--- src/logic/wdm_pkg.sv ---
// Package for the watchdog event manager: register map, field positions,
// reset values, timing constants and the reset request carrier.
// Assumes a 25 MHz system clock and a 32-bit classic Wishbone register bus.
package wdm_pkg;

  // Timing: one millisecond base tick
  localparam int unsigned CLK_PERIOD_NS = 40;          // 25 MHz clock
  localparam int unsigned MS_TIME_NS    = 1000000;     // 1.0 ms base unit
  localparam int unsigned MS_CYCLES     = (MS_TIME_NS + CLK_PERIOD_NS - 1) / CLK_PERIOD_NS;

  // Register byte offsets
  localparam logic [7:0] OFS_CTRL   = 8'h00;  // Enables and pin reset type
  localparam logic [7:0] OFS_CFG    = 8'h04;  // Window duration, max expiry
  localparam logic [7:0] OFS_STATUS = 8'h08;  // Refresh flag, counters
  localparam logic [7:0] OFS_MAXEVT = 8'h0c;  // Maximum event setting
  localparam logic [7:0] OFS_KEY    = 8'h10;  // Secure write unlock

  // Field positions
  localparam int unsigned CTRL_EN_BIT    = 0;  // timer_enable_bit
  localparam int unsigned CTRL_STBY_BIT  = 1;  // standby_timer_enable_bit
  localparam int unsigned CTRL_PSEL_BIT  = 2;  // pin_event_reset_type_sel
  localparam int unsigned CTRL_WMODE_BIT = 3;  // window mode, read only
  localparam int unsigned CFG_DUR_LSB    = 0;  // window_duration_sel [3:0]
  localparam int unsigned CFG_MAXX_LSB   = 4;  // max_expiry_setting [6:4]
  localparam int unsigned ST_FLAG_BIT    = 0;  // refresh_pending_flag, W1C
  localparam int unsigned ST_EXP_LSB     = 4;  // expiry_counter [6:4]
  localparam int unsigned ST_EVT_LSB     = 8;  // event_counter [11:8]
  localparam int unsigned ST_EVTCLR_BIT  = 12; // Write 1 clears event_counter

  // Secure write key and reset values
  localparam logic [7:0]  SECURE_KEY     = 8'ha5;
  localparam logic [2:0]  EXP_MAX        = 3'h7;
  localparam logic [3:0]  EVT_MAX        = 4'hf;
  localparam logic [15:0] CNT_RST        = 16'h0000;

  // Reset request towards the reset sequencer
  typedef struct packed {
    logic req;   // One-cycle request
    logic hard;  // 1 = hard reset, 0 = soft reset
  } wdm_rst_req_t;

endpackage

--- src/logic/wdm_tick_gen.sv ---
// Millisecond tick generator for the watchdog window timer.
// Assumes one clock; clear_i restarts the prescaler so a fresh window
// always starts on a whole millisecond boundary.
`timescale 1ns/10ps
module wdm_tick_gen #(
  parameter int unsigned CYCLES = 25000
) (
  input  wire logic clk_i,
  input  wire logic rst_i,
  input  wire logic clear_i,
  output logic      tick_o
);

  initial begin
    if (CYCLES < 2 || CYCLES > 65536) begin
      $error("wdm_tick_gen: CYCLES out of range");
    end
  end

  logic [15:0] pre_q, pre_d;  // Prescaler count
  logic        tick_d;        // Next tick value, registered into tick_o

  // Next state: wrap at CYCLES-1 and pulse once
  always_comb begin
    pre_d  = pre_q + 16'h0001;
    tick_d = 1'b0;
    if (clear_i) begin
      pre_d = 16'h0000;
    end else if (pre_q == 16'(CYCLES - 1)) begin
      pre_d  = 16'h0000;
      tick_d = 1'b1;
    end
  end

  // Registers
  always_ff @(posedge clk_i) begin
    if (rst_i) begin
      pre_q  <= 16'h0000;
      tick_o <= 1'b0;
    end else begin
      pre_q  <= pre_d;
      tick_o <= tick_d;
    end
  end

endmodule

--- src/logic/wdm_event_manager.sv ---
// Watchdog event manager: window timer, expiry and event counters, pin
// event detection and reset request generation, behind a Wishbone slave.
// Assumes one 25 MHz clock, the sequencer's host reset level and off /
// standby state levels on the same clock, and an asynchronous pin input.
`timescale 1ns/10ps
module wdm_event_manager
  import wdm_pkg::*;
#(
  parameter int unsigned MS_CYC = MS_CYCLES  // Cycles per millisecond
) (
  input  wire logic        clk_i,
  input  wire logic        rst_i,
  // Classic Wishbone slave
  input  wire logic        wb_cyc_i,
  input  wire logic        wb_stb_i,
  input  wire logic        wb_we_i,
  input  wire logic [7:0]  wb_adr_i,
  input  wire logic [3:0]  wb_sel_i,
  input  wire logic [31:0] wb_dat_i,
  output logic [31:0]      wb_dat_o,
  output logic             wb_ack_o,
  // System state
  input  wire logic        off_state_i,            // Device in an off state
  input  wire logic        standby_i,              // Device in standby
  input  wire logic        host_reset_out_n_i,     // High when host reset released
  input  wire logic        secure_mode_i,          // Secure writes required
  input  wire logic        ext_watchdog_input_pin_i,
  // One-time-programmable defaults
  input  wire logic [3:0]  otp_window_duration_default_i,
  input  wire logic [2:0]  otp_max_expiry_default_i,
  input  wire logic        otp_window_mode_cfg_i,
  input  wire logic        otp_timer_enable_i,
  input  wire logic        otp_standby_timer_enable_i,
  input  wire logic [3:0]  otp_max_event_default_i,
  // Requests to the reset sequencer
  output wdm_rst_req_t     rst_req_o,
  output logic             fail_safe_o
);

  initial begin
    if (MS_CYC < 2 || MS_CYC > 65536) begin
      $error("wdm_event_manager: MS_CYC out of range");
    end
  end

  // Configuration and state registers
  logic        en_q, en_d;            // timer_enable_bit
  logic        stby_en_q, stby_en_d;  // standby_timer_enable_bit
  logic        psel_q, psel_d;        // pin_event_reset_type_sel, 1 = hard
  logic        wmode_q, wmode_d;      // Window mode from OTP
  logic [3:0]  dur_q, dur_d;          // window_duration_sel
  logic [2:0]  maxx_q, maxx_d;        // max_expiry_setting
  logic [3:0]  maxe_q, maxe_d;        // max_event_setting
  logic        flag_q, flag_d;        // refresh_pending_flag
  logic [2:0]  exp_q, exp_d;          // expiry_counter
  logic [3:0]  evt_q, evt_d;          // event_counter
  logic [15:0] cnt_q, cnt_d;          // Window timer in ms
  logic        armed_q, armed_d;      // Timer allowed after host reset release
  logic        unlk_q, unlk_d;        // Secure write unlocked until the next control write
  logic        ack_d;
  logic [31:0] rdat_d;
  wdm_rst_req_t req_d;
  logic        fs_d;
  // Pin synchroniser, second stage and edge history
  logic        pin_s1_q, pin_s2_q, pin_s3_q;

  logic        tick;      // Millisecond tick
  logic        restart;   // Timer restarts this cycle
  logic        bus_wr;    // Write accepted this cycle
  logic        run;       // Timer may count
  logic        pin_fall;  // Synchronised falling edge of the pin
  logic        clr_req, good_clr, bad_clr, expire, dur_chg, int_evt;
  logic [15:0] limit;

  // Duration decode: two to the field value, in ms
  function automatic logic [15:0] dur_limit(input logic [3:0] sel);
    dur_limit = 16'h0001 << sel;
  endfunction

  // Byte lane merge for register writes
  function automatic logic [31:0] lane_mask(input logic [3:0] sel);
    lane_mask = {{8{sel[3]}}, {8{sel[2]}}, {8{sel[1]}}, {8{sel[0]}}};
  endfunction

  wdm_tick_gen #(
    .CYCLES (MS_CYC)
  ) u_tick (
    .clk_i   (clk_i),
    .rst_i   (rst_i),
    .clear_i (restart),
    .tick_o  (tick)
  );

  // Pin synchroniser: stage one feeds stage two only
  always_ff @(posedge clk_i) begin
    if (rst_i) begin
      pin_s1_q <= 1'b1;
      pin_s2_q <= 1'b1;
      pin_s3_q <= 1'b1;
    end else begin
      pin_s1_q <= ext_watchdog_input_pin_i;
      pin_s2_q <= pin_s1_q;
      pin_s3_q <= pin_s2_q;
    end
  end

  // A write commits in the cycle the ack is raised, so once per request
  assign bus_wr   = wb_cyc_i && wb_stb_i && wb_we_i && !wb_ack_o;
  assign pin_fall = pin_s3_q && !pin_s2_q && !off_state_i;
  assign limit    = dur_limit(dur_q);
  // Enable, standby enable and host reset release gate the timer
  assign run      = armed_q && en_q && (!standby_i || stby_en_q) && !off_state_i;
  // Host clear of the flag: write one to its bit while it is set
  assign clr_req  = bus_wr && (wb_adr_i == OFS_STATUS) && wb_sel_i[0] && wb_dat_i[ST_FLAG_BIT] && flag_q;
  // Whole period valid, or second half only in window mode
  assign good_clr = run && clr_req && (!wmode_q || cnt_q >= (limit >> 1));
  assign bad_clr  = run && clr_req && !good_clr;
  assign expire   = run && tick && !clr_req && (cnt_q + 16'h0001 == limit);
  assign dur_chg  = bus_wr && (wb_adr_i == OFS_CFG) && wb_sel_i[0]
                    && (wb_dat_i[CFG_DUR_LSB +: 4] != dur_q);

  // Main next-state logic: bus, timer, counters and requests
  always_comb begin
    logic [31:0] wmask;
    logic [3:0]  xsum;
    wmask     = lane_mask(wb_sel_i);
    xsum      = 4'h0;
    en_d      = en_q;
    stby_en_d = stby_en_q;
    psel_d    = psel_q;
    wmode_d   = wmode_q;
    dur_d     = dur_q;
    maxx_d    = maxx_q;
    maxe_d    = maxe_q;
    flag_d    = flag_q;
    exp_d     = exp_q;
    evt_d     = evt_q;
    cnt_d     = cnt_q;
    armed_d   = armed_q;
    unlk_d    = unlk_q;
    restart   = 1'b0;
    int_evt   = 1'b0;
    req_d     = '0;
    fs_d      = 1'b0;
    ack_d     = wb_cyc_i && wb_stb_i && !wb_ack_o;
    rdat_d    = 32'h0000_0000;

    // Register reads, unmapped reads as zero
    if (wb_adr_i == OFS_CTRL) begin
      rdat_d = {28'h0, wmode_q, psel_q, stby_en_q, en_q};
    end else if (wb_adr_i == OFS_CFG) begin
      rdat_d = {25'h0, maxx_q, dur_q};
    end else if (wb_adr_i == OFS_STATUS) begin
      rdat_d = {20'h0, evt_q, 1'b0, exp_q, 3'h0, flag_q};
    end else if (wb_adr_i == OFS_MAXEVT) begin
      rdat_d = {28'h0, maxe_q};
    end

    // Register writes
    if (bus_wr) begin
      if (wb_adr_i == OFS_CTRL && wmask[0]) begin
        // Enables need an unlock first in secure mode
        if (!secure_mode_i || unlk_q) begin
          en_d      = wb_dat_i[CTRL_EN_BIT];
          stby_en_d = wb_dat_i[CTRL_STBY_BIT];
        end
        psel_d = wb_dat_i[CTRL_PSEL_BIT];
        unlk_d = 1'b0;
      end else if (wb_adr_i == OFS_CFG && wmask[0]) begin
        dur_d  = wb_dat_i[CFG_DUR_LSB +: 4];
        maxx_d = wb_dat_i[CFG_MAXX_LSB +: 3];
      end else if (wb_adr_i == OFS_STATUS && wmask[8] && wb_dat_i[ST_EVTCLR_BIT]) begin
        evt_d = 4'h0;
      end else if (wb_adr_i == OFS_MAXEVT && wmask[0]) begin
        maxe_d = wb_dat_i[3:0];
      end else if (wb_adr_i == OFS_KEY && wmask[0]) begin
        unlk_d = (wb_dat_i[7:0] == SECURE_KEY);
      end
    end

    // Host reset release lets the timer start after power-up
    if (host_reset_out_n_i && !armed_q) begin
      armed_d = 1'b1;
      restart = 1'b1;
    end

    // Window timer advance
    if (run && tick) begin
      cnt_d = cnt_q + 16'h0001;
    end
    // Duration write with a new value restarts the window
    if (dur_chg && !off_state_i) begin
      restart = 1'b1;
    end
    // Good refresh: step expiry down, saturating at zero
    if (good_clr) begin
      restart = 1'b1;
      if (exp_q != 3'h0) begin
        exp_d = exp_q - 3'h1;
      end
    end
    // Miss or early clear: step expiry up by two, saturating
    if (expire || bad_clr) begin
      restart = 1'b1;
      xsum    = {1'b0, exp_q} + 4'h2;
      exp_d   = (xsum > {1'b0, EXP_MAX}) ? EXP_MAX : xsum[2:0];
      // Limit reached; at two or below the first miss already gets there
      if ((xsum[2:0] == maxx_q && !xsum[3]) || maxx_q <= 3'h2 || exp_d == maxx_q) begin
        int_evt = 1'b1;
      end
    end
    // Every restart outside the off states opens a new window with the flag pending
    if (restart) begin
      cnt_d  = CNT_RST;
      flag_d = 1'b1;
    end else if (clr_req) begin
      flag_d = 1'b0;
    end

    // Watchdog event: pin type from select, timer always hard
    if (int_evt || pin_fall) begin
      req_d.req  = 1'b1;
      req_d.hard = int_evt ? 1'b1 : psel_q;
      exp_d      = 3'h0;
      if (evt_q != EVT_MAX) begin
        evt_d = evt_q + 4'h1;
      end
      fs_d = (evt_d == maxe_q);
    end

    // Off states: clear timer and events, reload defaults
    if (off_state_i) begin
      cnt_d     = CNT_RST;
      evt_d     = 4'h0;
      exp_d     = 3'h0;
      armed_d   = 1'b0;
      flag_d    = 1'b0;
      dur_d     = otp_window_duration_default_i;
      maxx_d    = otp_max_expiry_default_i;
      maxe_d    = otp_max_event_default_i;
      wmode_d   = otp_window_mode_cfg_i;
      en_d      = otp_timer_enable_i;
      stby_en_d = otp_standby_timer_enable_i;
      req_d     = '0;
      fs_d      = 1'b0;
    end
  end

  // State registers; reset loads the programmable defaults
  always_ff @(posedge clk_i) begin
    if (rst_i) begin
      en_q        <= otp_timer_enable_i;
      stby_en_q   <= otp_standby_timer_enable_i;
      psel_q      <= 1'b0;
      wmode_q     <= otp_window_mode_cfg_i;
      dur_q       <= otp_window_duration_default_i;
      maxx_q      <= otp_max_expiry_default_i;
      maxe_q      <= otp_max_event_default_i;
      flag_q      <= 1'b0;
      exp_q       <= 3'h0;
      evt_q       <= 4'h0;
      cnt_q       <= CNT_RST;
      armed_q     <= 1'b0;
      unlk_q      <= 1'b0;
      wb_ack_o    <= 1'b0;
      wb_dat_o    <= 32'h0000_0000;
      rst_req_o   <= '0;
      fail_safe_o <= 1'b0;
    end else begin
      en_q        <= en_d;
      stby_en_q   <= stby_en_d;
      psel_q      <= psel_d;
      wmode_q     <= wmode_d;
      dur_q       <= dur_d;
      maxx_q      <= maxx_d;
      maxe_q      <= maxe_d;
      flag_q      <= flag_d;
      exp_q       <= exp_d;
      evt_q       <= evt_d;
      cnt_q       <= cnt_d;
      armed_q     <= armed_d;
      unlk_q      <= unlk_d;
      wb_ack_o    <= ack_d;
      wb_dat_o    <= rdat_d;
      rst_req_o   <= req_d;
      fail_safe_o <= fs_d;
    end
  end
endmodule

--- config.mk ---
export PLATFORM = sky130hd
export DESIGN_NAME = wdm_event_manager
export DESIGN_NICKNAME = d
export VERILOG_FILES = /design/src/logic/wdm_pkg.sv /design/src/logic/wdm_tick_gen.sv /design/src/logic/wdm_event_manager.sv
export SDC_FILE = /design/constraint.sdc
export NUM_CORES = 1
export LEC_CHECK = 0
export ABC_CLOCK_PERIOD_IN_PS = 2600
export BUFFER_PORTS_ARGS = -buffer_cell sky130_fd_sc_hd__clkbuf_2
export CAP_MARGIN = 20
export CORE_MARGIN = 3
export CORE_UTILIZATION = 30
export CTS_BUF_LIST = sky130_fd_sc_hd__clkbuf_4
export CTS_CLUSTER_SIZE = 8
export DETAILED_ROUTE_END_ITERATION = 6
export PLACE_DENSITY_LB_ADDON = 0.12
export SLEW_MARGIN = 20
export SYNTH_ARGS = -nofsm -noshare
export SYNTH_HDL_FRONTEND = slang
export SYNTH_SLANG_ARGS = --single-unit
export TNS_END_PERCENT = 50
--- constraint.sdc ---
create_clock -name clk_i -period 2.6 [get_ports clk_i]
set_input_delay 0.52 -clock clk_i [delete_from_list [all_inputs] [get_ports clk_i]]
set_output_delay 0.52 -clock clk_i [all_outputs]
set_load 0.005 [all_outputs]
## Yosys cells after proc, flatten, opt, wreduce, memory -nomap -nowiden

Cells that the tools add are included.

| storage, ports and cells | value |
|---|---|
| bits in registers | 97 |
| input port bits | 68 |
| output and inout bits | 36 |
| word-level logic and storage cells | 189 |

| cells by class | value |
|---|---|
| add/subtract/negate cells | 5 |
| magnitude comparators | 3 |
| equality and inequality tests | 18 |
| shifts and indexed selects | 1 |
| muxes and demuxes | 60 |
| bitwise logic cells | 1 |
| reductions and logical operators | 75 |

Operators by type and width:

| cell | number |
|---|---|
| 4-bit two-way mux | 21 |
| 16-bit by 1-bit adder with 16-bit output (second input constant) | 2 |
| 1-bit logical AND | 31 |
| 1-bit two-way mux | 27 |
| 3-bit two-way mux | 9 |
| 3-bit nonzero test | 6 |
| 16-bit by 15-bit == test with 1-bit output (second input constant) | 1 |
| 16-bit == test | 1 |
| 8-bit by 4-bit == test with 1-bit output (second input constant) | 2 |
| 16-bit by 15-bit greater-or-equal comparator with 1-bit output | 1 |
| 1-bit by 4-bit << shifter with 16-bit output (first input constant) | 1 |
| 3-bit OR reduction | 5 |
| 12-bit two-way mux | 1 |
| 1-bit zero test | 10 |
| 5-bit AND reduction | 2 |
| 2-bit nonzero test | 5 |
| 3-bit inequality test (second input constant) | 3 |
| 8-bit by 3-bit == test with 1-bit output (second input constant) | 1 |
| 8-bit by 5-bit == test with 1-bit output (second input constant) | 1 |
| 8-bit == test (second input constant) | 1 |
| 8-bit zero test | 1 |
| 1-bit logical OR | 7 |
| 7-bit two-way mux | 1 |
| 3-bit == test | 2 |
| other kinds (15) | 21 |

## Longest topological paths before layout

Gate-level depths: netlist of run 1.

| depth | value |
|---|---|
| word-level depth | 16 |
| gate-level depth with buffers | 14 |
| gate-level depth less buffers | 12 |

## Modules after synthesis

Synthesis of run 1 repeated with hierarchy kept, for this count alone.

| second synthesis, totals | value |
|---|---|
| cell total of the unflattened synthesis | 604 |
| area total of the unflattened synthesis | 5042.3 um2 |

Modules (own cells, without submodules):

| module | instances | cells each | area each (um2) | seq. area each (um2) |
|---|---|---|---|---|
| wdm_event_manager | 1 | 522 | 4291.6 | 1321.3 |
| wdm_tick_gen | 1 | 82 | 750.7 | 340.3 |

## Worst setup path before layout of run 1

OpenSTA, ideal clock, no wires.

| timing | value |
|---|---|
| path type | reg-to-reg |
| start | register dur_q[2] |
| end | register evt_q[2] |
| library setup time | 0.075 ns |
| data arrival time | 2.746 ns |
| setup slack | -0.221 ns |
| stages on the path, launching flop included | 13 |
| buffers on the path | 2 |
| clock period less this slack | 2.821 ns |
| path through | edfxtp_1 > buf_4 > buf_2 > or3_1 > ha_1 > o21ai_0 > o21a_1 > o211ai_1 > a211o_1 > o31ai_4 > a22oi_4 > or3b_1 > a31oi_1 |

| on the way | value |
|---|---|
| word-level cells in the longest chain between the ends | 10 |
| elaborated cells on any way between the ends | 12 |
| those cells by class | 1 x order compare; 1 x eq/ne; 1 x shift; 2 x mux; 7 x reduce/logical |

Ends and longest elaborated chain:

| item | line | RTL |
|---|---|---|
| start, declared | wdm_event_manager.sv:51 | `logic [3:0] dur_q, dur_d;` |
| start signal, assigned | wdm_event_manager.sv:256 | `dur_q <= otp_window_duration_default_i;` |
| start signal, assigned | wdm_event_manager.sv:274 | `dur_q <= dur_d;` |
| 1-bit by 4-bit << shifter with 16-bit output (*) | wdm_event_manager.sv:77 | `dur_limit = 16'h0001 << sel;` |
| 16-bit by 15-bit greater-or-equal comparator with 1-bit output | wdm_event_manager.sv:116 | `assign good_clr = run && clr_req && (!wmode_q \|\| cnt_q >= (limit >> 1));` |
| 1-bit logical OR | wdm_event_manager.sv:116 |  |
| 1-bit logical AND | wdm_event_manager.sv:116 |  |
| 1-bit zero test | wdm_event_manager.sv:117 | `assign bad_clr = run && clr_req && !good_clr;` |
| 1-bit logical AND | wdm_event_manager.sv:117 |  |
| 1-bit logical OR (*) | wdm_event_manager.sv:203 | `if (expire \|\| bad_clr) begin` |
| 1-bit two-way mux (*) | wdm_event_manager.sv:203 |  |
| 1-bit logical OR (*) | wdm_event_manager.sv:221 | `if (int_evt \|\| pin_fall) begin` |
| 4-bit two-way mux (*) | wdm_event_manager.sv:221 |  |
| end signal, assigned | wdm_event_manager.sv:279 | `evt_q <= evt_d;` |
| end, declared | wdm_event_manager.sv:56 | `logic [3:0] evt_q, evt_d;` |

Mark *: on every way between the ends. The rest lies on a longest branch, timed or not.
A chain may end at the register's enable or synchronous reset.

## Worst setup path after layout of run 1

| timing | value |
|---|---|
| start | register dur_q[0] |
| end | register evt_q[2] |

The elaborated chain is that of the path after synthesis.

==> results of run 1 <==
timing repair:
item,CTS,global route
endpoints found under the setup margin,44,44
pin swaps,16,13
buffers inserted,8,7
hold buffers,0,0
gates cloned,0,1
gates resized for setup,24,24
sequential cells by signal (all words and copies together), names as in the netlist, 2 cells and up:
register      flops
maxe_q            4
wb_dat_o         11
maxx_q            3
evt_q             4
u_tick.pre_q     16
dur_q             4
cnt_q            16
rst_req_o         2
exp_q             3
cell usage after synthesis, types with 2 or more instances:
| cell type | number | share of area [%] |
|---|---|---|
| a22oi_1 | 4 | 0.60 |
| or2_2 | 4 | 0.50 |
| o21ai_0 | 14 | 1.4 |
| nor2_1 | 78 | 5.9 |
| mux2i_1 | 4 | 0.80 |
| nor4_1 | 7 | 0.88 |
| nand2b_1 | 6 | 0.75 |
| and3_1 | 10 | 1.3 |
| clkbuf_1 | 8 | 0.60 |
| nor3b_1 | 4 | 0.60 |
| o21a_1 | 3 | 0.45 |
| buf_4 | 24 | 3.6 |
| and2_1 | 7 | 0.88 |
| nor2b_1 | 8 | 1.0 |
| o22ai_1 | 2 | 0.25 |
| nor3_1 | 16 | 1.6 |
| nand4_1 | 16 | 2.0 |
| or4_1 | 4 | 0.60 |
| nor4b_2 | 2 | 0.60 |
| nand3_1 | 22 | 2.2 |
| and4b_1 | 2 | 0.40 |
| nand4b_1 | 3 | 0.53 |
| a21o_1 | 3 | 0.45 |
| or3_1 | 4 | 0.50 |
| a211oi_1 | 11 | 1.7 |
| nand2_1 | 84 | 6.3 |
| a2111oi_0 | 5 | 0.88 |
| and3b_1 | 2 | 0.35 |
| xor2_1 | 27 | 4.7 |
| inv_1 | 15 | 1.1 |
| o211ai_1 | 6 | 0.90 |
| dfxtp_1 | 62 | 25 |
| nand3_2 | 2 | 0.40 |
| edfxtp_1 | 14 | 8.4 |
| or3b_1 | 3 | 0.53 |
| ha_1 | 23 | 5.8 |
| buf_6 | 2 | 0.45 |
| a31oi_1 | 2 | 0.25 |
| xnor2_1 | 26 | 4.6 |
| buf_2 | 12 | 1.2 |
| a21oi_1 | 11 | 1.1 |
| and3_2 | 2 | 0.30 |
path summary, 6_finish.rpt:
kind                                 start             endpoint  slack, ns  cells after the start
hold reg to reg        pin_s1_q$_SDFF_PP1_  pin_s2_q$_SDFF_PP1_       0.44                      1
setup / recovery        dur_q[0]$_DFFE_PP_  evt_q[2]$_SDFF_PN0_      -0.44                     11
setup reg to reg        dur_q[0]$_DFFE_PP_  evt_q[2]$_SDFF_PN0_      -0.44                     11
hold / removal    ext_watchdog_input_pin_i  pin_s1_q$_SDFF_PP1_       0.22                      2
metal layers:
metal | global-route usage, % | up-vias | wire [µm]
li1 | - | 2375 | -
met1 | 24.03 | 2162 | 7322
met2 | 22.93 | 104 | 6268
met3 | 4.903 | 17 | 811
met4 | 4.367 | 0 | 286
met5 | 0 | - | 0
cell families after synthesis:
group | count (synthesis)
and+or+nand+nor | 301
AOI/OAI and AO/OA | 74
DFF | 76
xor gates and xnor gates | 54
adders and majority gates | 23
muxes | 6
other | 1
buffers and inverters | 63
power breakdown:
group,internal [mW],switching (mW)
Clock,0.394,0.481
Sequential,1.24,0.0367
Combinational,0.253,0.249
Total,1.88,0.766
stage by stage:
stage / area (µm²) / power, mW / setup TNS, ns
after global placement: 6148 / 1.714 / -14.66
final: 6669 / 2.648 / -11.56
after floorplan: 5149 / 1.559 / -0.8171
after CTS: 6487 / 2.647 / -11.54
after detailed placement: 6148 / 1.722 / -16.26
after global routing: 6669 / 2.800 / -19.44
layout make-up:
cell class              count  area, µm²  area share, %
inverters                  16      60.06         0.9006
multi-input cells         479       3292          49.36
repair buffers            173       1220          18.29
flip-flops and latches     76       1662          24.92
clock buffers               9      67.56          1.013
clock inverters             7      97.59          1.463
well taps                 216      270.3          4.053
worst max-delay path: stages, from the launching register on:
cell and delay (ns):
edfxtp_1 0.46, buf_6 0.15, or4b_4 0.55, ha_4 0.24, a211oi_4 0.23, o21a_1 0.17
o211ai_1 0.13, a211o_1 0.32, o31ai_4 0.08, a22oi_4 0.14, or3b_1 0.39, a31oi_1 0.12
==> results.md, run 1 <==
* Status: complete, but fails checks
* Failing checks: negative setup slack
* Tot GR Track Use at between 10% and 20%
* Synth Area in Adders at 5.753%
* Area Growth Syn to Fin at 33.32%
* Routed len/inst at ~15 µm
* Max cap viols at 0
* First-pass GRT wire length at about 24000 µm
* Final Skew at roughly 0.0092 ns
* Antenna viol nets, final at 0
* Hold WS at about 0.22 ns
* Worst EP arrival at approximately 3.5 ns
* Die W at roughly 140 µm
* Worst Setup End Kind: register
* Cts bufs inserted at 9
* Async S/R FF share, synth at 0%
* GRT Residual Overflow at 0
* Seq/Total Area, Yosys at between 30% and 40%
* Tmin final at just over 3 ns
* Clock buffer depth at 2
* Leading cell type in the layout, fill and taps excluded: buf_4
* Maximum number of pins on one net before global-route repair at 17
* Nets at around 850
* Initial cell density of the core at 31.04%
* Fillers at 1665
* Leak Pwr at around 2.7 nW
* Utilization after layout at roughly 41%
* Clk Latency, worst-skew pair at about 0.47 ns
* Smallest setup slack after layout at -0.4414 ns
* Final Wtd Congestion at 0.8965
* Top Ports at between 100 and 150
* Synthesized flop and latch total at 76
* CTS tree: done
* Drt pass-1 iters at 4
* DRT iter0 DRCs at approximately 220
* Multiplexer share of the synthesized area at around 1.5%
* Max IR drop VDD at 0.3183 mV
* Cell count after synthesis at 598
* Post-synth EDFFs at 14
* Non-Filler Instances at slightly below 1000
* Layout cells sized above 1 at 32.63%
* Root buffer cell: clkbuf_4
* Synth warnings at 0
* Largest family of logic cells by synthesized area: simple AND/OR/NAND/NOR gates
* DRC at 0
* Inst Count DP at 944
* Distinct cells, synth at 76
* Final hold viol count at 0
* # H-tree levels at 3
* Antenna violations before repair at 0
* Ys flop type: dfxtp_1
* Port Buffers at 57
* Die footprint at approximately 0.018 mm²
* Total core area at 0.01612 mm²
* Final Slew Violations at 0
* Via count at between 4000 and 5000
* Average size of a mapped cell at ~8.4 µm²
* DPL Wire Length at roughly 11000 µm
* Unrepaired setup endpoints after global routing: true
* Simple-gate share of the synthesized area at a little under a third
* Hold WC Path Type: input port to register
* Clk sinks at 76
* Kind of critical path: register to register
* Power Dens Cells at approximately 400 mW/mm²
* Worst slew pin tran at approximately 0.94 ns
* Leading cell types in the layout, fill and taps excluded: buf_4 (105), nand2_1 (82), nor2_1 (73)
* DR vias/cell at 4.773
* Antenna cells at 0
* Final wirelength at approximately 15000 µm
* Final setup fails at 44
* Worst rel slew slack at between 30 and 40%
* Data required, critical path at 3.01 ns
* Die Ht at between 100 and 150 µm
* Reg clk slew, reported paths at ~0.14 ns
* Synth Area in XOR/XNOR at about 9.6%
* Crit path max fanout at 7
* Post-Syn Area at around 0.0050 mm²
* Vias in the first global route at between 4000 and 5000
* Row cnt at 46
* Fmax achieved at roughly 0.33 GHz
* Fin crit share at 117.0%
* Crit start category: register
* Compound-Gate Fraction of Synth Area at a little over a tenth
* Place WS at -0.5700 ns
Power figures use the tool's default switching activity.
==> inputs of run 2 (changes only) <==
--- a/config.mk
+++ b/config.mk
@@ -8,6 +8,8 @@
 export ABC_CLOCK_PERIOD_IN_PS = 2600
 export BUFFER_PORTS_ARGS = -buffer_cell sky130_fd_sc_hd__clkbuf_2
 export CAP_MARGIN = 20
+export CELL_PAD_IN_SITES_DETAIL_PLACEMENT = 0
+export CELL_PAD_IN_SITES_GLOBAL_PLACEMENT = 1
 export CORE_MARGIN = 3
 export CORE_UTILIZATION = 30
 export CTS_BUF_LIST = sky130_fd_sc_hd__clkbuf_4
==> results.md, run 2 (synthesis results as in run 1) <==
* Largest registers: cnt_q: 16 flops, u_tick.pre_q: 16 flops, wb_dat_o: 11 flops (unchanged)
* Final setup fails at 44 (unchanged)
* Hold WC Path Type: input port to register (unchanged)
* Final Slew Violations at 0 (unchanged)
* Final Skew at 0.01933 ns (was 0.009247 ns)
* Root buffer cell: clkbuf_4 (unchanged)
* Data required, critical path at 3.00 ns (was 3.01 ns)
* Routed len/inst at 15.03 µm (was 15.05 µm)
* Die W at 135.1 µm (unchanged)
* Maximum number of pins on one net before global-route repair at 17 (unchanged)
* Total core area at 0.01612 mm² (unchanged)
* # H-tree levels at 3 (unchanged)
* Initial cell density of the core at 31.04% (unchanged)
* Hold WS at 0.2484 ns (was 0.2246 ns)
* Crit path launch: dur_q[0]$_DFFE_PP_ (unchanged)
* Power Dens Cells at 394.8 mW/mm² (was 397.1 mW/mm²)
* Tmin final at 3.157 ns (was 3.041 ns)
* Die footprint at 0.01826 mm² (unchanged)
* Worst EP arrival at 3.55 ns (was 3.45 ns)
* Clk Latency, worst-skew pair at 0.46 ns (was 0.47 ns)
* Final wirelength at 14910 µm (was 14690 µm)
* Nets at 862 (was 846)
* Leading cell types in the layout, fill and taps excluded: buf_4 (119), nand2_1 (83), nor2_1 (76) (was buf_4 (105), nand2_1 (82), nor2_1 (73))
* Clk sinks at 76 (unchanged)
* Die Ht at 135.1 µm (unchanged)
* Via count at 4767 (was 4658)
* Area of the multi-input gates at 0.003241 mm² (was 0.003292 mm²)
* Cts bufs inserted at 9 (unchanged)
* Reg clk slew, reported paths at 0.14 ns (about the same)
* Unrepaired setup endpoints after global routing: true (unchanged)
* RR Endpoint: evt_q[2]$_SDFF_PN0_ (unchanged)
* DRC at 0 (unchanged)
* FF/Latch Area at 0.001662 mm² (unchanged)
* Leak Pwr at 2.800 nW (was 2.730 nW)
* Worst slew pin tran at 0.7349 ns (was 0.9408 ns)
* Worst Setup EP: evt_q[2]$_SDFF_PN0_ (unchanged)
* Smallest setup slack after layout at -0.5570 ns (was -0.4414 ns)
* Area Growth Syn to Fin at 34.74% (was 33.32%)
* Max cap viols at 0 (unchanged)
* GRT Residual Overflow at 0 (unchanged)
* Top Ports at 104 (unchanged)
* Min-Delay Startpoint: wb_stb_i (was ext_watchdog_input_pin_i)
* Crit start category: register (unchanged)
* Leading cell type in the layout, fill and taps excluded: buf_4 (unchanged)
* First-pass GRT wire length at 24090 µm (was 23630 µm)
* Row cnt at 46 (unchanged)
* Failing checks: negative setup slack (unchanged)
* Non-Filler Instances at 992 (was 976)
* Antenna viol nets, final at 0 (unchanged)
* Fillers at 1671 (was 1665)
* DPL Wire Length at 11800 µm (was 11490 µm)
* Final hold viol count at 0 (unchanged)
* Fmax achieved at 0.3168 GHz (was 0.3288 GHz)
* Port Buffers at 57 (unchanged)
* CTS tree: done (unchanged)
* Drt pass-1 iters at 5 (was 4)
* Tot GR Track Use at 16.59% (was 16.28%)
* Worst Setup End Kind: register (unchanged)
* Status: complete, but fails checks (unchanged)
* Kind of critical path: register to register (unchanged)
* Clock buffer depth at 2 (unchanged)
* Post-layout power at 2.661 mW (was 2.648 mW)
* Layout cells sized above 1 at 32.86% (was 32.63%)
* Reg2reg path depth at 12 (was 11)
* Antenna violations before repair at 0 (unchanged)
* Crit path max fanout at 7 (unchanged)
* DR vias/cell at 4.805 (was 4.773)
* Final Wtd Congestion at 0.8940 (was 0.8965)
* Fin crit share at 121.4% (was 117.0%)
* R2R setup slack at -0.56 ns (was -0.44 ns)
* Vias in the first global route at 4617 (was 4465)
* Antenna cells at 0 (unchanged)
* Max IR drop VDD at 0.2352 mV (was 0.3183 mV)
* Worst reg2reg startpoint: dur_q[0]$_DFFE_PP_ (unchanged)
* DRT iter0 DRCs at 166 (was 218)
* Worst rel slew slack at 49.74% (was 35.66%)
* Inst Count DP at 959 (was 944)
-- run 2: per-stage QoR --
stage               TNS, ns  area (µm²)  setup WS (ns)  util [%]
detailed placement   -20.18        6274        -0.6506     38.93
global placement     -17.66        6274        -0.6161     38.93
finish               -16.26        6740        -0.5570     41.82
global route         -24.47        6740        -0.6847     41.82
CTS                  -17.29        6620        -0.5120     41.08
floorplan           -0.8171        5149        -0.1896         -
-- run 2: cell type report --
cell class	count	share of cell area (%)
Clock inverter	7	1.448
Timing Repair Buffer	189	19.92
Sequential cell	76	24.65
Clock buffer	9	1.002
Tap cell	216	4.010
Inverter	16	0.8910
Multi-Input combinational cell	479	48.08
-- run 2: metal layers --
layer,part of all wire (%),wire length [µm],GRT usage (%)
met5,0,0,0
met3,4.4,654,3.678
met1,49,7362,23.82
met4,1.8,268,3.807
met2,44,6627,25.47
-- run 2: worst max-delay path, stage by stage, from the launching register on --
cell and delay [ns]:
edfxtp_1 0.52, buf_6 0.17, or4b_4 0.50, ha_4 0.23, a211oi_2 0.19, o21a_1 0.18
o211ai_1 0.10, buf_4 0.16, a211o_1 0.29, o31ai_4 0.09, a22oi_4 0.15, or3b_1 0.37
a31oi_1 0.15
-- run 2: how the worst min path moves through the flow --
stage	end	slack, ns	cells past startpoint
4_1_cts	wb_ack_o$_SDFF_PP0_	0.20	3
6_report	wb_ack_o$_SDFF_PP0_	0.25	3
5_1_grt	wb_ack_o$_SDFF_PP0_	0.20	3
3_3_place_gp	pin_s2_q$_SDFF_PP1_	0.40	1
2_1_floorplan	pin_s2_q$_SDFF_PP1_	0.39	1
3_5_place_dp	pin_s2_q$_SDFF_PP1_	0.40	1
-- run 2: where the power goes --
group	internal, mW	switching [mW]
Clock	0.395	0.475
Sequential	1.24	0.0410
Combinational	0.268	0.246
-- run 2: what timing repair did --
item	in CTS	in global routing
endpoints found under the setup margin	44	44
hold buffers	0	0
pin swaps	15	8
setup buffers	13	4
hold endpoints to repair	0	0
gates resized for setup	17	16
==> inputs of run 3 (changes only) <==
--- a/config.mk
+++ b/config.mk
@@ -15,7 +15,7 @@
 export CTS_BUF_LIST = sky130_fd_sc_hd__clkbuf_4
 export CTS_CLUSTER_SIZE = 8
 export DETAILED_ROUTE_END_ITERATION = 6
-export PLACE_DENSITY_LB_ADDON = 0.12
+export PLACE_DENSITY = 0.62
 export SLEW_MARGIN = 20
 export SYNTH_ARGS = -nofsm -noshare
 export SYNTH_HDL_FRONTEND = slang
==> results.md, run 3 (synthesis results as in run 1) <==
* Status: complete, but fails checks (unchanged)
* Failing checks: negative setup slack (unchanged)
* Cts hold-fix bufs at 0 (unchanged)
* Non-Filler Instances at 964 (was 992)
* Top Ports at 104 (unchanged)
* Slowest cell delay on critical path at 0.58 ns (was 0.52 ns)
* Crit path max fanout at 7 (unchanged)
* Sequential power share at 48.1% (was 48.0%)
* Maximum number of pins on one net before global-route repair at 17 (unchanged)
* Antenna violations before repair at 0 (unchanged)
* Hold WS at 0.2089 ns (was 0.2484 ns)
* Fin crit share at 118.6% (was 121.4%)
* Kind of critical path: register to register (unchanged)
* Logic pwr share at 17.7% (was 19.3%)
* Die Ht at 135.1 µm (unchanged)
* Leading cell type in the layout, fill and taps excluded: buf_4 (unchanged)
* Final Skew at 0.02138 ns (was 0.01933 ns)
* Clk sinks at 76 (unchanged)
* Worst rel slew slack at 57.35% (was 49.74%)
* Area Growth Syn to Fin at 28.54% (was 34.74%)
* Critical-path top delay cell: or4b_4 (was edfxtp_1)
* Post-layout power at 2.644 mW (was 2.661 mW)
* RR Endpoint: evt_q[2]$_SDFF_PN0_ (unchanged)
* Leading cell types in the layout, fill and taps excluded: buf_4 (99), nand2_1 (83), nor2_1 (77) (was buf_4 (119), nand2_1 (83), nor2_1 (76))
* Initial cell density of the core at 31.04% (unchanged)
* Worst EP arrival at 3.50 ns (was 3.55 ns)
* Die footprint at 0.01826 mm² (unchanged)
* Layout cells sized above 1 at 29.45% (was 32.86%)
* Max cap viols at 0 (unchanged)
* Max IR drop VDD at 0.2217 mV (was 0.2352 mV)
* Min-Delay Startpoint: ext_watchdog_input_pin_i (was wb_stb_i)
* Hold WC Path Type: input port to register (unchanged)
* Crit start category: register (unchanged)
* Total core area at 0.01612 mm² (unchanged)
* Utilization after layout at 39.90% (was 41.82%)
* Smallest setup slack after layout at -0.4827 ns (was -0.5570 ns)
* Cts bufs inserted at 9 (unchanged)
* Data required, critical path at 3.01 ns (was 3.00 ns)
* Routed len/inst at 14.86 µm (was 15.03 µm)
* Clock Power Share at 34.3% (was 32.7%)
* Worst slew pin tran at 0.6237 ns (was 0.7349 ns)
* Fillers at 1701 (was 1671)
* Hold path endpoint: pin_s1_q$_SDFF_PP1_ (was wb_ack_o$_SDFF_PP0_)
* Tot GR Track Use at 15.94% (was 16.59%)
* Final Slew Violations at 0 (unchanged)
* First-pass GRT wire length at 23130 µm (was 24090 µm)
* Crit path launch: dur_q[0]$_DFFE_PP_ (unchanged)
* Fmax achieved at 0.3244 GHz (was 0.3168 GHz)
* Inst Count DP at 938 (was 959)
* # H-tree levels at 3 (unchanged)
* DPL Wire Length at 11600 µm (was 11800 µm)
* DR vias/cell at 4.865 (was 4.805)
* Root buffer cell: clkbuf_4 (unchanged)
* Largest registers: cnt_q: 16 flops, u_tick.pre_q: 16 flops, wb_dat_o: 11 flops (unchanged)
* Worst Setup End Kind: register (unchanged)
* CTS tree: done (unchanged)
* DRC at 0 (unchanged)
* Place WS at -0.5431 ns (was -0.6506 ns)
* P_sw at 772.1 µW (was 762.4 µW)
* DRT iter0 DRCs at 246 (was 166)
* Final wirelength at 14330 µm (was 14910 µm)
* GRT Residual Overflow at 0 (unchanged)
* Vias in the first global route at 4498 (was 4617)
* Sw Share at 29.20% (was 28.65%)
* Via count at 4690 (was 4767)
* Unrepaired setup endpoints after global routing: true (unchanged)
* Tmin final at 3.083 ns (was 3.157 ns)
* Row cnt at 46 (unchanged)
* Reg2reg path depth at 11 (was 12)
* Int Power at 1.872 mW (was 1.898 mW)
* Clk Latency, worst-skew pair at 0.48 ns (was 0.46 ns)
* Final Wtd Congestion at 0.8484 (was 0.8940)
* Clock buffer depth at 2 (unchanged)
* Leak Pwr at 2.648 nW (was 2.800 nW)
* Nets at 833 (was 862)
* Power Dens Cells at 411.1 mW/mm² (was 394.8 mW/mm²)
* Final hold viol count at 0 (unchanged)
* Final setup fails at 44 (unchanged)
* Antenna viol nets, final at 0 (unchanged)
* R2R setup slack at -0.48 ns (was -0.56 ns)
* Port Buffers at 57 (unchanged)
* Die W at 135.1 µm (unchanged)
* Reg clk slew, reported paths at 0.15 ns (was 0.14 ns)
* Hold depth at 2 (was 3)
* Worst reg2reg startpoint: dur_q[0]$_DFFE_PP_ (unchanged)
* Drt pass-1 iters at 4 (was 5)
* Crit path cell chain: or4b_4 -> ha_4 -> a211oi_4 -> o21a_1 -> o211ai_1 -> buf_4 -> a211o_1 -> o31ai_4 -> a22oi_4 -> or3b_1 -> a31oi_1 (was buf_6 -> or4b_4 -> ha_4 -> a211oi_2 -> o21a_1 -> o211ai_1 -> buf_4 -> a211o_1 -> o31ai_4 -> a22oi_4 -> or3b_1 -> a31oi_1)
-- run 3: changes by cell type in the layout (fill, tap and decap cells not counted), sizes merged --
cell      before  now
buf          132  103
diode          0    1
clkinvlp       1    0
inv           17   18
-- run 3: repair_timing --
action                                  CTS  global route
pin swaps                                11             4
endpoints found under the hold margin     0             0
gates resized for setup                  11             5
setup buffers                             6             3
endpoints found under the setup margin   44            44
-- run 3: final cells by class --
type | count | area, µm² | share of cell area [%]
Sequential cell | 76 | 1662 | 25.84
Multi-Input combinational cell | 479 | 3179 | 49.45
Clock inverter | 7 | 106.4 | 1.654
Timing Repair Buffer | 160 | 1082 | 16.83
Clock buffer | 9 | 67.56 | 1.051
Tap cell | 216 | 270.3 | 4.203
Inverter | 16 | 60.06 | 0.9340
Antenna cell | 1 | 2.502 | 0.03892
-- run 3: metal layers --
metal | up-vias | global-route usage, % | part of all wire [%]
li1 | 2349 | - | -
met1 | 2222 | 22.75 | 49
met2 | 97 | 24.28 | 45
met3 | 22 | 3.158 | 4.1
met4 | 0 | 4.983 | 1.9
met5 | - | 0 | 0
-- run 3: critical path: cells and delay by family (launching register included) --
family                     cells  cell delay, ns
AOI/OAI and AO/OA              7            1.17
buffers and inverters          1            0.16
adders and majority gates      1            0.24
DFF                            1            0.51
and+or+nand+nor                2            0.95
-- run 3: metrics by stage --
| step | instance area [µm²] | setup TNS (ns) |
|---|---|---|
| after detailed placement | 6103 | -15.64 |
| after global placement | 6103 | -13.53 |
| after global routing | 6427 | -21.36 |
| after floorplan | 5149 | -0.8171 |
| after CTS | 6380 | -12.89 |
| final | 6430 | -11.82 |
-- run 3: worst max-delay path by stage --
stage,endpoint,slack (ns),depth (start not counted)
floorplan,evt_q[2]$_SDFF_PN0_,-0.19,11
global placement,evt_q[2]$_SDFF_PN0_,-0.46,12
detailed placement,evt_q[2]$_SDFF_PN0_,-0.54,11
CTS,evt_q[2]$_SDFF_PN0_,-0.48,12
global route,evt_q[2]$_SDFF_PN0_,-0.58,12
finish,evt_q[2]$_SDFF_PN0_,-0.48,11
-- run 3: power by group through the flow --
stage | combinational [mW] | sequential (mW) | clock [mW]
3_3_place_gp | 0.408 | 1.29 | 0
6_report | 0.467 | 1.27 | 0.905
3_5_place_dp | 0.416 | 1.30 | 0
4_1_cts | 0.453 | 1.27 | 0.931
5_1_grt | 0.512 | 1.28 | 0.983
2_1_floorplan | 0.280 | 1.28 | 0
